[src/fdsp_consts.svh]
// Constants for the floppy data separator and precompensation block
`ifndef FDSP_CONSTS_SVH
`define FDSP_CONSTS_SVH
// Read clock half periods for divide-by-16 and divide-by-8
`define FDSP_HALF_DIV16 4'h8
`define FDSP_HALF_DIV8 4'h4
// Early and late zone width at each end of a half period
`define FDSP_EDGE_DIV16 4'h3
`define FDSP_EDGE_DIV8 4'h1
`define FDSP_CNT_W 4
`define FDSP_SEL_NOMINAL 2'h1
`define FDSP_SEL_EARLY 2'h0
`define FDSP_SEL_LATE 2'h2
// Pin positions in the synchroniser bank
`define FDSP_PIN_DD 4'hB
`define FDSP_PIN_READ 4'hA
`define FDSP_PIN_FAULT 4'h9
`define FDSP_PIN_GATE 4'h8
`define FDSP_PIN_WR 4'h7
`define FDSP_PIN_EARLY 4'h6
`define FDSP_PIN_LATE 4'h5
`define FDSP_PIN_INNER 4'h4
`define FDSP_PIN_PH_HI 4'h3
`define FDSP_PIN_PH_LO 4'h0
`endif

[src/fdsp_pkg.sv]
// Types for the floppy data separator and precompensation block
package fdsp_pkg;
    typedef enum logic [1:0] {
        FDSP_PUMP_IDLE = 2'b00,
        FDSP_PUMP_UP = 2'b01,
        FDSP_PUMP_DOWN = 2'b10
    } fdsp_pump_t;
    typedef struct packed {
        logic [1:0] sync1;
        logic [1:0] sync2;
    } fdsp_sync_t;
    typedef struct packed {
        logic [3:0] div;
        logic rclk;
        logic rd_prev;
        fdsp_pump_t pump;
        logic up;
        logic dn;
        logic up_oe_n;
        logic dn_oe_n;
        logic wr_prev;
        logic strobe;
        logic [1:0] sel;
        logic ph4_prev;
        logic wout;
    } fdsp_state_t;
endpackage : fdsp_pkg

[src/fdsp_sync2.sv]
// Two-flop synchroniser for asynchronous pin inputs
`timescale 1ns/1ps
`default_nettype none
module fdsp_sync2 #(
    parameter int W = 1
) (
    input wire logic clk_i,
    input wire logic [W-1:0] d_i,
    output logic [W-1:0] q_o
);
    logic [W-1:0] s1_q;
    logic [W-1:0] s2_q;
    always_ff @(posedge clk_i) begin
        s1_q <= d_i;
        s2_q <= s1_q;
    end
    assign q_o = s2_q;
endmodule : fdsp_sync2
`default_nettype wire

[src/fdsp_top.sv]
// Floppy read data separator and write precompensation logic
//
// Contract
// - Write gate high disables recovery, pumps float
// - Recovery enabled only when gate and enable low
// - Pumps act only while read pulse low
// - Early read edge drives pump-up high
// - Late read edge drives pump-down low
// - Centred read edge leaves both pumps floating
// - Read clock divides oscillator by 16 or 8
// - Read clock high in data half
// - Pump lasts as long as read pulse
// - Early/late pick phase at write edge
// - Write edge sets strobe high
// - Nominal uses phase two, late phase three
// - Phase four leading edge clears strobe
// - Bypass when inner track low or single density
// - Select and read inputs default high
`timescale 1ns/1ps
`default_nettype none
`include "fdsp_consts.svh"
module fdsp_top
    import fdsp_pkg::*;
(
    input wire logic core_clk_i,
    input wire logic srst_i,
    input wire logic double_density_select_n_i,
    input wire logic raw_read_pulse_n_i,
    input wire logic read_enable_write_fault_i,
    input wire logic write_gate_in_i,
    input wire logic write_pulse_in_i,
    input wire logic early_i,
    input wire logic late_i,
    input wire logic inner_track_select_i,
    input wire logic [3:0] phase_i,
    output logic read_clock_o,
    output logic pump_up_out_o,
    output logic pump_up_out_oe_n_o,
    output logic pump_down_out_o,
    output logic pump_down_out_oe_n_o,
    output logic phase_start_strobe_o,
    output logic write_pulse_out_o
);
    // Pins are asynchronous to the core clock; the oscillator input is
    // modelled as core_clk_i itself, so one clock domain remains.
    logic [11:0] pins_raw;
    logic [11:0] pins;
    fdsp_state_t st_q;
    fdsp_state_t st_d;

    // Undriven select and read pins are pulled high at the pad; the core sees a one.
    // Order follows the pin positions of the synchroniser bank.
    assign pins_raw = {
        double_density_select_n_i,
        raw_read_pulse_n_i,
        read_enable_write_fault_i,
        write_gate_in_i,
        write_pulse_in_i,
        early_i,
        late_i,
        inner_track_select_i,
        phase_i
    };

    // One bank for all pins keeps gate and fault aligned with each other
    fdsp_sync2 #(.W(12)) u_sync (
        .clk_i(core_clk_i),
        .d_i(pins_raw),
        .q_o(pins)
    );

    logic dd_sel_n;
    logic rd_pulse_n;
    logic rd_off_fault;
    logic wr_gate;
    logic wr_pulse;
    logic early;
    logic late;
    logic inner_trk;
    logic [3:0] ph;

    assign dd_sel_n = pins[`FDSP_PIN_DD];
    assign rd_pulse_n = pins[`FDSP_PIN_READ];
    assign rd_off_fault = pins[`FDSP_PIN_FAULT];
    assign wr_gate = pins[`FDSP_PIN_GATE];
    assign wr_pulse = pins[`FDSP_PIN_WR];
    assign early = pins[`FDSP_PIN_EARLY];
    assign late = pins[`FDSP_PIN_LATE];
    assign inner_trk = pins[`FDSP_PIN_INNER];
    assign ph = pins[`FDSP_PIN_PH_HI:`FDSP_PIN_PH_LO];

    // Decode of the synchronised pins
    logic rec_en;
    logic precomp_on;
    logic [1:0] pick;
    logic [3:0] half;
    logic [3:0] edge_w;
    logic div_last;
    logic rd_fall;
    logic in_early;
    logic in_late;
    logic wr_rise;
    logic ph4_rise;

    assign rec_en = !wr_gate && !rd_off_fault;
    // Single density or outer tracks pass write data straight through
    assign precomp_on = !dd_sel_n && inner_trk;
    assign pick = {early, late};

    always_comb begin
        st_d = st_q;
        // Divider; >= also ends a half cut short by a density change
        half = dd_sel_n ? `FDSP_HALF_DIV16 : `FDSP_HALF_DIV8;
        edge_w = dd_sel_n ? `FDSP_EDGE_DIV16 : `FDSP_EDGE_DIV8;
        div_last = st_q.div >= half - 4'h1;
        if (div_last) begin
            st_d.div = 4'h0;
            st_d.rclk = !st_q.rclk;
        end else begin
            st_d.div = st_q.div + 4'h1;
        end

        // Window position of a falling read edge picks the correction
        // Centre lies between the two zones and needs no correction
        st_d.rd_prev = rd_pulse_n;
        rd_fall = st_q.rd_prev && !rd_pulse_n;
        in_early = st_q.div < edge_w;
        in_late = st_q.div >= half - edge_w;
        case (st_q.pump)
            FDSP_PUMP_IDLE: begin
                if (rd_fall && in_early) begin
                    st_d.pump = FDSP_PUMP_UP;
                end else if (rd_fall && in_late) begin
                    st_d.pump = FDSP_PUMP_DOWN;
                end else begin
                    st_d.pump = FDSP_PUMP_IDLE;
                end
            end
            FDSP_PUMP_UP, FDSP_PUMP_DOWN: begin
                // Correction lasts as long as the read pulse
                if (rd_pulse_n) begin
                    st_d.pump = FDSP_PUMP_IDLE;
                end
            end
            default: begin
                st_d.pump = FDSP_PUMP_IDLE;
            end
        endcase
        if (!rec_en) begin
            st_d.pump = FDSP_PUMP_IDLE;
        end

        // Only one enable at a time, so tied pumps never fight
        st_d.up = 1'b1;
        st_d.dn = 1'b0;
        st_d.up_oe_n = !(st_d.pump == FDSP_PUMP_UP);
        st_d.dn_oe_n = !(st_d.pump == FDSP_PUMP_DOWN);

        // Set after clear: a write edge in the phase-four cycle wins
        st_d.wr_prev = wr_pulse;
        st_d.ph4_prev = ph[3];
        wr_rise = !st_q.wr_prev && wr_pulse;
        ph4_rise = !st_q.ph4_prev && ph[3];
        if (ph4_rise) begin
            st_d.strobe = 1'b0;
        end
        if (precomp_on && wr_rise) begin
            st_d.strobe = 1'b1;
            // Early wins when both are asked for
            case (pick)
                2'h2, 2'h3: begin
                    st_d.sel = `FDSP_SEL_EARLY;
                end
                2'h1: begin
                    st_d.sel = `FDSP_SEL_LATE;
                end
                default: begin
                    st_d.sel = `FDSP_SEL_NOMINAL;
                end
            endcase
        end

        // Chosen phase passes one cycle after its sync
        if (precomp_on) begin
            st_d.wout = ph[st_q.sel];
        end else begin
            st_d.wout = wr_pulse;
        end

        // Reset floats both pumps and drops the strobe
        if (srst_i) begin
            st_d.div = 4'h0;
            st_d.rclk = 1'b0;
            st_d.rd_prev = 1'b0;
            st_d.pump = FDSP_PUMP_IDLE;
            st_d.up = 1'b0;
            st_d.dn = 1'b0;
            st_d.up_oe_n = 1'b1;
            st_d.dn_oe_n = 1'b1;
            st_d.wr_prev = 1'b0;
            st_d.strobe = 1'b0;
            st_d.sel = `FDSP_SEL_NOMINAL;
            st_d.ph4_prev = 1'b0;
            st_d.wout = 1'b0;
        end
    end

    always_ff @(posedge core_clk_i) begin
        st_q <= st_d;
    end

    // Pad values are fixed except that reset loads the up pad low; the enables alone carry the correction
    assign read_clock_o = st_q.rclk;
    assign pump_up_out_o = st_q.up;
    assign pump_up_out_oe_n_o = st_q.up_oe_n;
    assign pump_down_out_o = st_q.dn;
    assign pump_down_out_oe_n_o = st_q.dn_oe_n;
    assign phase_start_strobe_o = st_q.strobe;
    assign write_pulse_out_o = st_q.wout;
endmodule : fdsp_top
`default_nettype wire

[config.mk]
export PLATFORM = sky130hd
export DESIGN_NAME = fdsp_top
export DESIGN_NICKNAME = d
export VERILOG_FILES = /design/src/fdsp_pkg.sv /design/src/fdsp_sync2.sv /design/src/fdsp_top.sv
export VERILOG_INCLUDE_DIRS = /design/src
export SDC_FILE = /design/constraint.sdc
export NUM_CORES = 1
export LEC_CHECK = 0
export CORE_AREA = 5 5 62 64
export DETAILED_ROUTE_END_ITERATION = 8
export DIE_AREA = 0 0 67 69
export DONT_BUFFER_PORTS = 1
export REMOVE_ABC_BUFFERS = 1
export SLEW_MARGIN = 20
export SYNTH_ARGS = -nofsm -noshare
export SYNTH_HDL_FRONTEND = slang
export SYNTH_SLANG_ARGS = --single-unit
[constraint.sdc]
create_clock -name core_clk_i -period 1.75 [get_ports core_clk_i]
set_input_delay 0.0875 -clock core_clk_i [delete_from_list [all_inputs] [get_ports core_clk_i]]
set_output_delay 0.0875 -clock core_clk_i [all_outputs]
set_load 0.005 [all_outputs]
Word-level counts from Yosys, hierarchy flattened
Index checks and enable logic that the tools add are counted.
{ "word_totals": {"word_cells": 65, "register_bits": 42} }
{ "op_classes": {"n_reduce_logical": 22, "mux": 14, "n_addsub": 3, "eq_ne": 7, "n_lt_le_gt_ge": 4} }
{ "ops": {"columns": ["operator", "count"], "rows": [
  ["2-to-1 mux 10 bit", 1],
  ["2-to-1 mux 2 bit", 5],
  ["logical NOT 1 bit", 9],
  ["== test 2 bit (second input constant)", 4],
  ["greater-or-equal comparator 4 bit", 2],
  ["logical AND 1 bit", 8],
  ["case mux 2 bit (2 select lines)", 2],
  ["== test 2 x 1 -> 1 bit (second input constant)", 3],
  ["OR reduction 2 bit", 3],
  ["adder 4 x 1 -> 4 bit (second input constant)", 1],
  ["less-than comparator 4 x 2 -> 1 bit", 1],
  ["2-to-1 mux 4 bit", 1],
  ["subtractor 4 x 1 -> 4 bit (second input constant)", 1],
  ["subtractor 4 x 2 -> 4 bit", 1],
  ["less-than comparator 2 x 3 -> 1 bit (second input constant)", 1],
  ["2-to-1 mux 1 bit", 3],
  ["2-to-1 mux 3 bit", 1],
  ["binary-select mux 1 bit (select 2 bit)", 1],
  ["logical NOT 2 bit", 1],
  ["nonzero test 2 bit", 1]
]} }

Logic depth before layout (Yosys ltp)
{ "depth": {"depth_word": 11, "mapped_depth": 6} }

Modules after synthesis
Synthesis repeated with hierarchy kept, for this count alone.
{ "hier_totals": {"cells_unflattened": 98, "area_unflattened_um2": 1241.2} }
{ "by_module_without_submodules": {"columns": ["module", "seq_area_each_um2", "cells_each", "instances", "area_per_inst_um2"], "rows": [
  ["fdsp_top", 340.3, 74, 1, 760.7],
  ["fdsp_sync2", 480.5, 24, 1, 480.5]
]} }

Least setup slack after synthesis
No wires, ideal clock.
{ "synth_timing": {"path_kind": "reg2reg", "start": "reg st_q[10] (netlist name)", "end": "reg st_q, in the netlist pump_down_out_oe_n_o", "n_path_buf": 0, "setup_ps": 114, "t_arrival_ps": 1306, "path_slack_ps": 330, "path_stages_with_launch": 7, "t_required_ps": 1636, "cell_sequence": "dfxtp_1 > inv_1 > ha_1 > and3b_1 > a41oi_1 > nor2b_2 > a21bo_1"} }
{ "synth_via": {"elab_chain_cells": 6, "word_cells_on_any_way": 9, "classes_between": "eq/ne (3); mux (3); reduce/logical (3)"} }
{ "synth_rtl": {"columns": ["item", "line", "text"], "rows": [
  ["from (decl)", "fdsp_top.sv:48", "fdsp_state_t st_q;"],
  ["from (signal assigned)", "fdsp_top.sv:209", "st_q <= st_d;"],
  ["== test 2 x 1 -> 1 bit / == test 2 bit (equally long branches)", "fdsp_top.sv:129", "case (st_q.pump)"],
  ["OR reduction 2 bit", "fdsp_top.sv:129", null],
  ["case mux 2 bit (2 select lines) *", "fdsp_top.sv:129", null],
  ["2-to-1 mux 2 bit *", "fdsp_top.sv:149", "if (!rec_en) begin"],
  ["== test 2 bit *", "fdsp_top.sv:157", "st_d.dn_oe_n = !(st_d.pump == FDSP_PUMP_DOWN);"],
  ["logical NOT 1 bit *", "fdsp_top.sv:157", null]
]} }
Every way passes the cells marked *; elsewhere a longest branch is shown, timed or not.
A chain may end at the register's enable or synchronous reset.

Final worst setup path
{ "layout_timing": {"start": "reg u_sync.s2_q[11] (netlist: u_sync.q_o[11])", "end": "reg st_q, in the netlist pump_down_out_oe_n_o"} }
{ "layout_via": {"elab_chain_cells": 10, "word_cells_on_any_way": 13, "classes_between": "add/sub (1); order compare (2); eq/ne (1); mux (6); reduce/logical (3)"} }
{ "layout_rtl": {"columns": ["item", "line", "text"], "rows": [
  ["from (decl)", "fdsp_sync2.sv:12", "logic [W-1:0] s2_q;"],
  ["from (signal assigned)", "fdsp_sync2.sv:15", "s2_q <= s1_q;"],
  ["2-to-1 mux 2 bit (no source line) / 2-to-1 mux 4 bit (equally long branches)", null, null],
  ["subtractor 4 x 2 -> 4 bit", "fdsp_top.sv:128", "in_late = st_q.div >= half - edge_w;"],
  ["greater-or-equal comparator 4 bit", "fdsp_top.sv:128", null],
  ["logical AND 1 bit", "fdsp_top.sv:133", "end else if (rd_fall && in_late) begin"],
  ["2-to-1 mux 2 bit", "fdsp_top.sv:133", null],
  ["2-to-1 mux 2 bit *", "fdsp_top.sv:131", "if (rd_fall && in_early) begin"],
  ["case mux 2 bit (2 select lines) *", "fdsp_top.sv:129", null],
  ["2-to-1 mux 2 bit *", "fdsp_top.sv:149", null],
  ["== test 2 bit *", "fdsp_top.sv:157", null],
  ["logical NOT 1 bit *", "fdsp_top.sv:157", null]
]} }
Marks and branches as above.

==> flow_summary.toml <==
[run_status]
status = "finished clean"

[layout]
instances_no_fill = 162
area_growth_pct = 18.5
fin_area_sq_mm = 0.00146
final_cell_mix = "41 x dfxtp_1, 13 x dlygate4sd3_1, 8 x nor2_1, 6 x ha_1"
final_common_cell = "dfxtp_1"
final_nets = 136
final_util_pct = 45.1
drive_gt1_share_pct = 12.9
antenna_cells = 0

[min_path]
hold_path_depth = 1
hold_path.startpoint = "early_i"
hp-class = "in -> reg"

[place]
dp_hpwl_mm = 1.27
place_congestion = 0.677
dp_cells = 142
post_dp_cell_area_sq_mm = 0.00127
dp_slack_ns = 0.200
io_buffers = 0

[timing]
maxSlewViolCount = 0
setup_tns_ns = 0
timing.final.ws_setup_ns = 0.188
rsz0062_at_grt = "false"
period_needed_ns = 1.56
period_share_pct = 89.2
setup_viol = 0
hold_viol = 0
clock_skew_ns = 0.00523
fmax_mhz = 640

[die]
die_width_um = 67
dieHeight_um = 69
core_area_sq_mm = 0.00323
rows = 21
io_pins = 21
die_area_sq_mm = 0.00462
start_util_pct = 38.1

[critical_path]
path_class = "reg -> reg"
critPathTopFamily = "compound AO/OA/AOI/OAI gates"
start_kind = "flip-flop"
cp_num_buf_inv = 1
setup.worst_path.start = "u_sync.q_o[11]$_DFF_P_"
end_kind = "flip-flop"
cp_data_arrival_time_ns = 1.80
cp.required_ns = 1.99
cpMaxStageDelayCell = "dfxtp_1"
r2r_cells = 6
slowest_delay_ns = 0.37
r2r-start = "u_sync.q_o[11]$_DFF_P_"
path_cells = "inv_1 -> ha_1 -> a21oi_1 -> a41oi_1 -> nor2b_2 -> a21bo_1"
cp.depth = 6
path_max_fanout = 4

[logic_synthesis]
synth_cell_types = 30
ys.flop_type = "dfxtp_1"
netlist_instances = 98
synth-seq-cells = 41
synth-seq-area-share_pct = 66.7
synth_warnings = 0
synth-edff-count = 0
avgSynthCellArea_sq_um = 12.6
async_flop_share_pct = 0
syn_area_sq_mm = 0.00123

[clocking]
cts_buffer_depth = 2
cts_inserted_buffers = 5
htreeDepth = 2
clkTransAtPathRegs_ns = 0.11
cts_tree = "built"
root_buffer = "clkbuf_4"
clock_sinks = 41
clk-insertion-delay-late_ns = 0.33
ctsResizeCount = 0
cts_setup_buffers = 0

[global_routing]
grt_start_max_net_pins = 13
grt_antenna_before_repair = 0
grt_overflow = 0
grt_pass1_wl_mm = 3.02
first_global_vias = 726
grtUsageTotal_pct = 9.08

[detailed_routing]
ant_nets = 0
drc = 0
routedWlPerCell_um = 10.6
drtIter0Drc = 21
via_per_inst = 4.35
drt_first_pass_iters = 4
wl_mm = 1.72
num_vias = 705

[power]
ir_drop_v = 0.000575
power.density_mw_per_mm2 = 1080
p_leak_uw = 0.000597

[job]
maxCapViolations = 0
==> final timing paths <==
path | to | slack [ns]
worst max-delay path | pump_down_out_oe_n_o$_SDFF_PP1_ | 0.19
worst min-delay path | u_sync.s1_q[6]$_DFF_P_ | 0.29
worst max register to register | pump_down_out_oe_n_o$_SDFF_PP1_ | 0.19
worst min register to register | u_sync.q_o[4]$_DFF_P_ | 0.34
==> kinds of logic after synthesis <==
group / synth area share (%)
XOR/XNOR: 1.42
flip-flops: 66.7
buffers and inverters: 2.74
AND/OR/NAND/NOR: 13.6
AO/OA/AOI/OAI: 7.32
adder cells (fa/ha/maj): 6.10
multiplexers: 1.83
other: 0.305
==> cell usage after synthesis, types with 2 or more instances <==
cell type	count	share of area, %
nand3_1	2	0.81
dfxtp_1	41	67
and2b_2	3	2.1
inv_1	4	1.2
a21oi_1	5	2.0
nand2b_1	2	1.0
nand3b_1	2	1.2
nand2_1	2	0.61
nor2_1	8	2.4
o21ai_0	2	0.81
a31oi_1	2	1.0
nor2b_1	2	1.0
ha_1	6	6.1
==> where the power goes <==
| group | switching, uW | internal (uW) |
|---|---|---|
| logic | 39.5 | 58.6 |
| registers | 27.7 | 984 |
| clock network | 271 | 188 |
==> per-stage QoR <==
step	total power (uW)	hold WS (ns)
2_1_floorplan	1090	0.115
3_3_place_gp	1110	0.115
3_5_place_dp	1110	0.115
4_1_cts	1600	0.269
5_1_grt	1670	0.247
6_report	1570	0.291
==> cell type report <==
| cell class | instances | area [sq um] |
|---|---|---|
| Inverter | 4 | 15.0 |
| Clock inverter | 1 | 7.51 |
| Timing Repair Buffer | 13 | 130 |
| Tap cell | 46 | 57.6 |
| Multi-Input combinational cell | 51 | 377 |
| Fill cell | 311 | 1770 |
| Sequential cell | 41 | 821 |
| Clock buffer | 6 | 51.3 |
==> per-layer routing <==
metal  wire (um)  global-route usage [%]  up-vias  share of wire, %
met5           0                       0        -                 0
met2         842                    13.9       17                49
met3         143                    6.82        2               8.3
met4          19                    4.73        0               1.1
li1            -                       -      360                 -
met1         716                    8.74      326                42
==> repair_timing <==
action                                  CTS  global route
endpoints found under the setup margin    0             0
hold endpoints to repair                 27             0
hold buffers                             13             0
(Power assumes the default switching activity.)
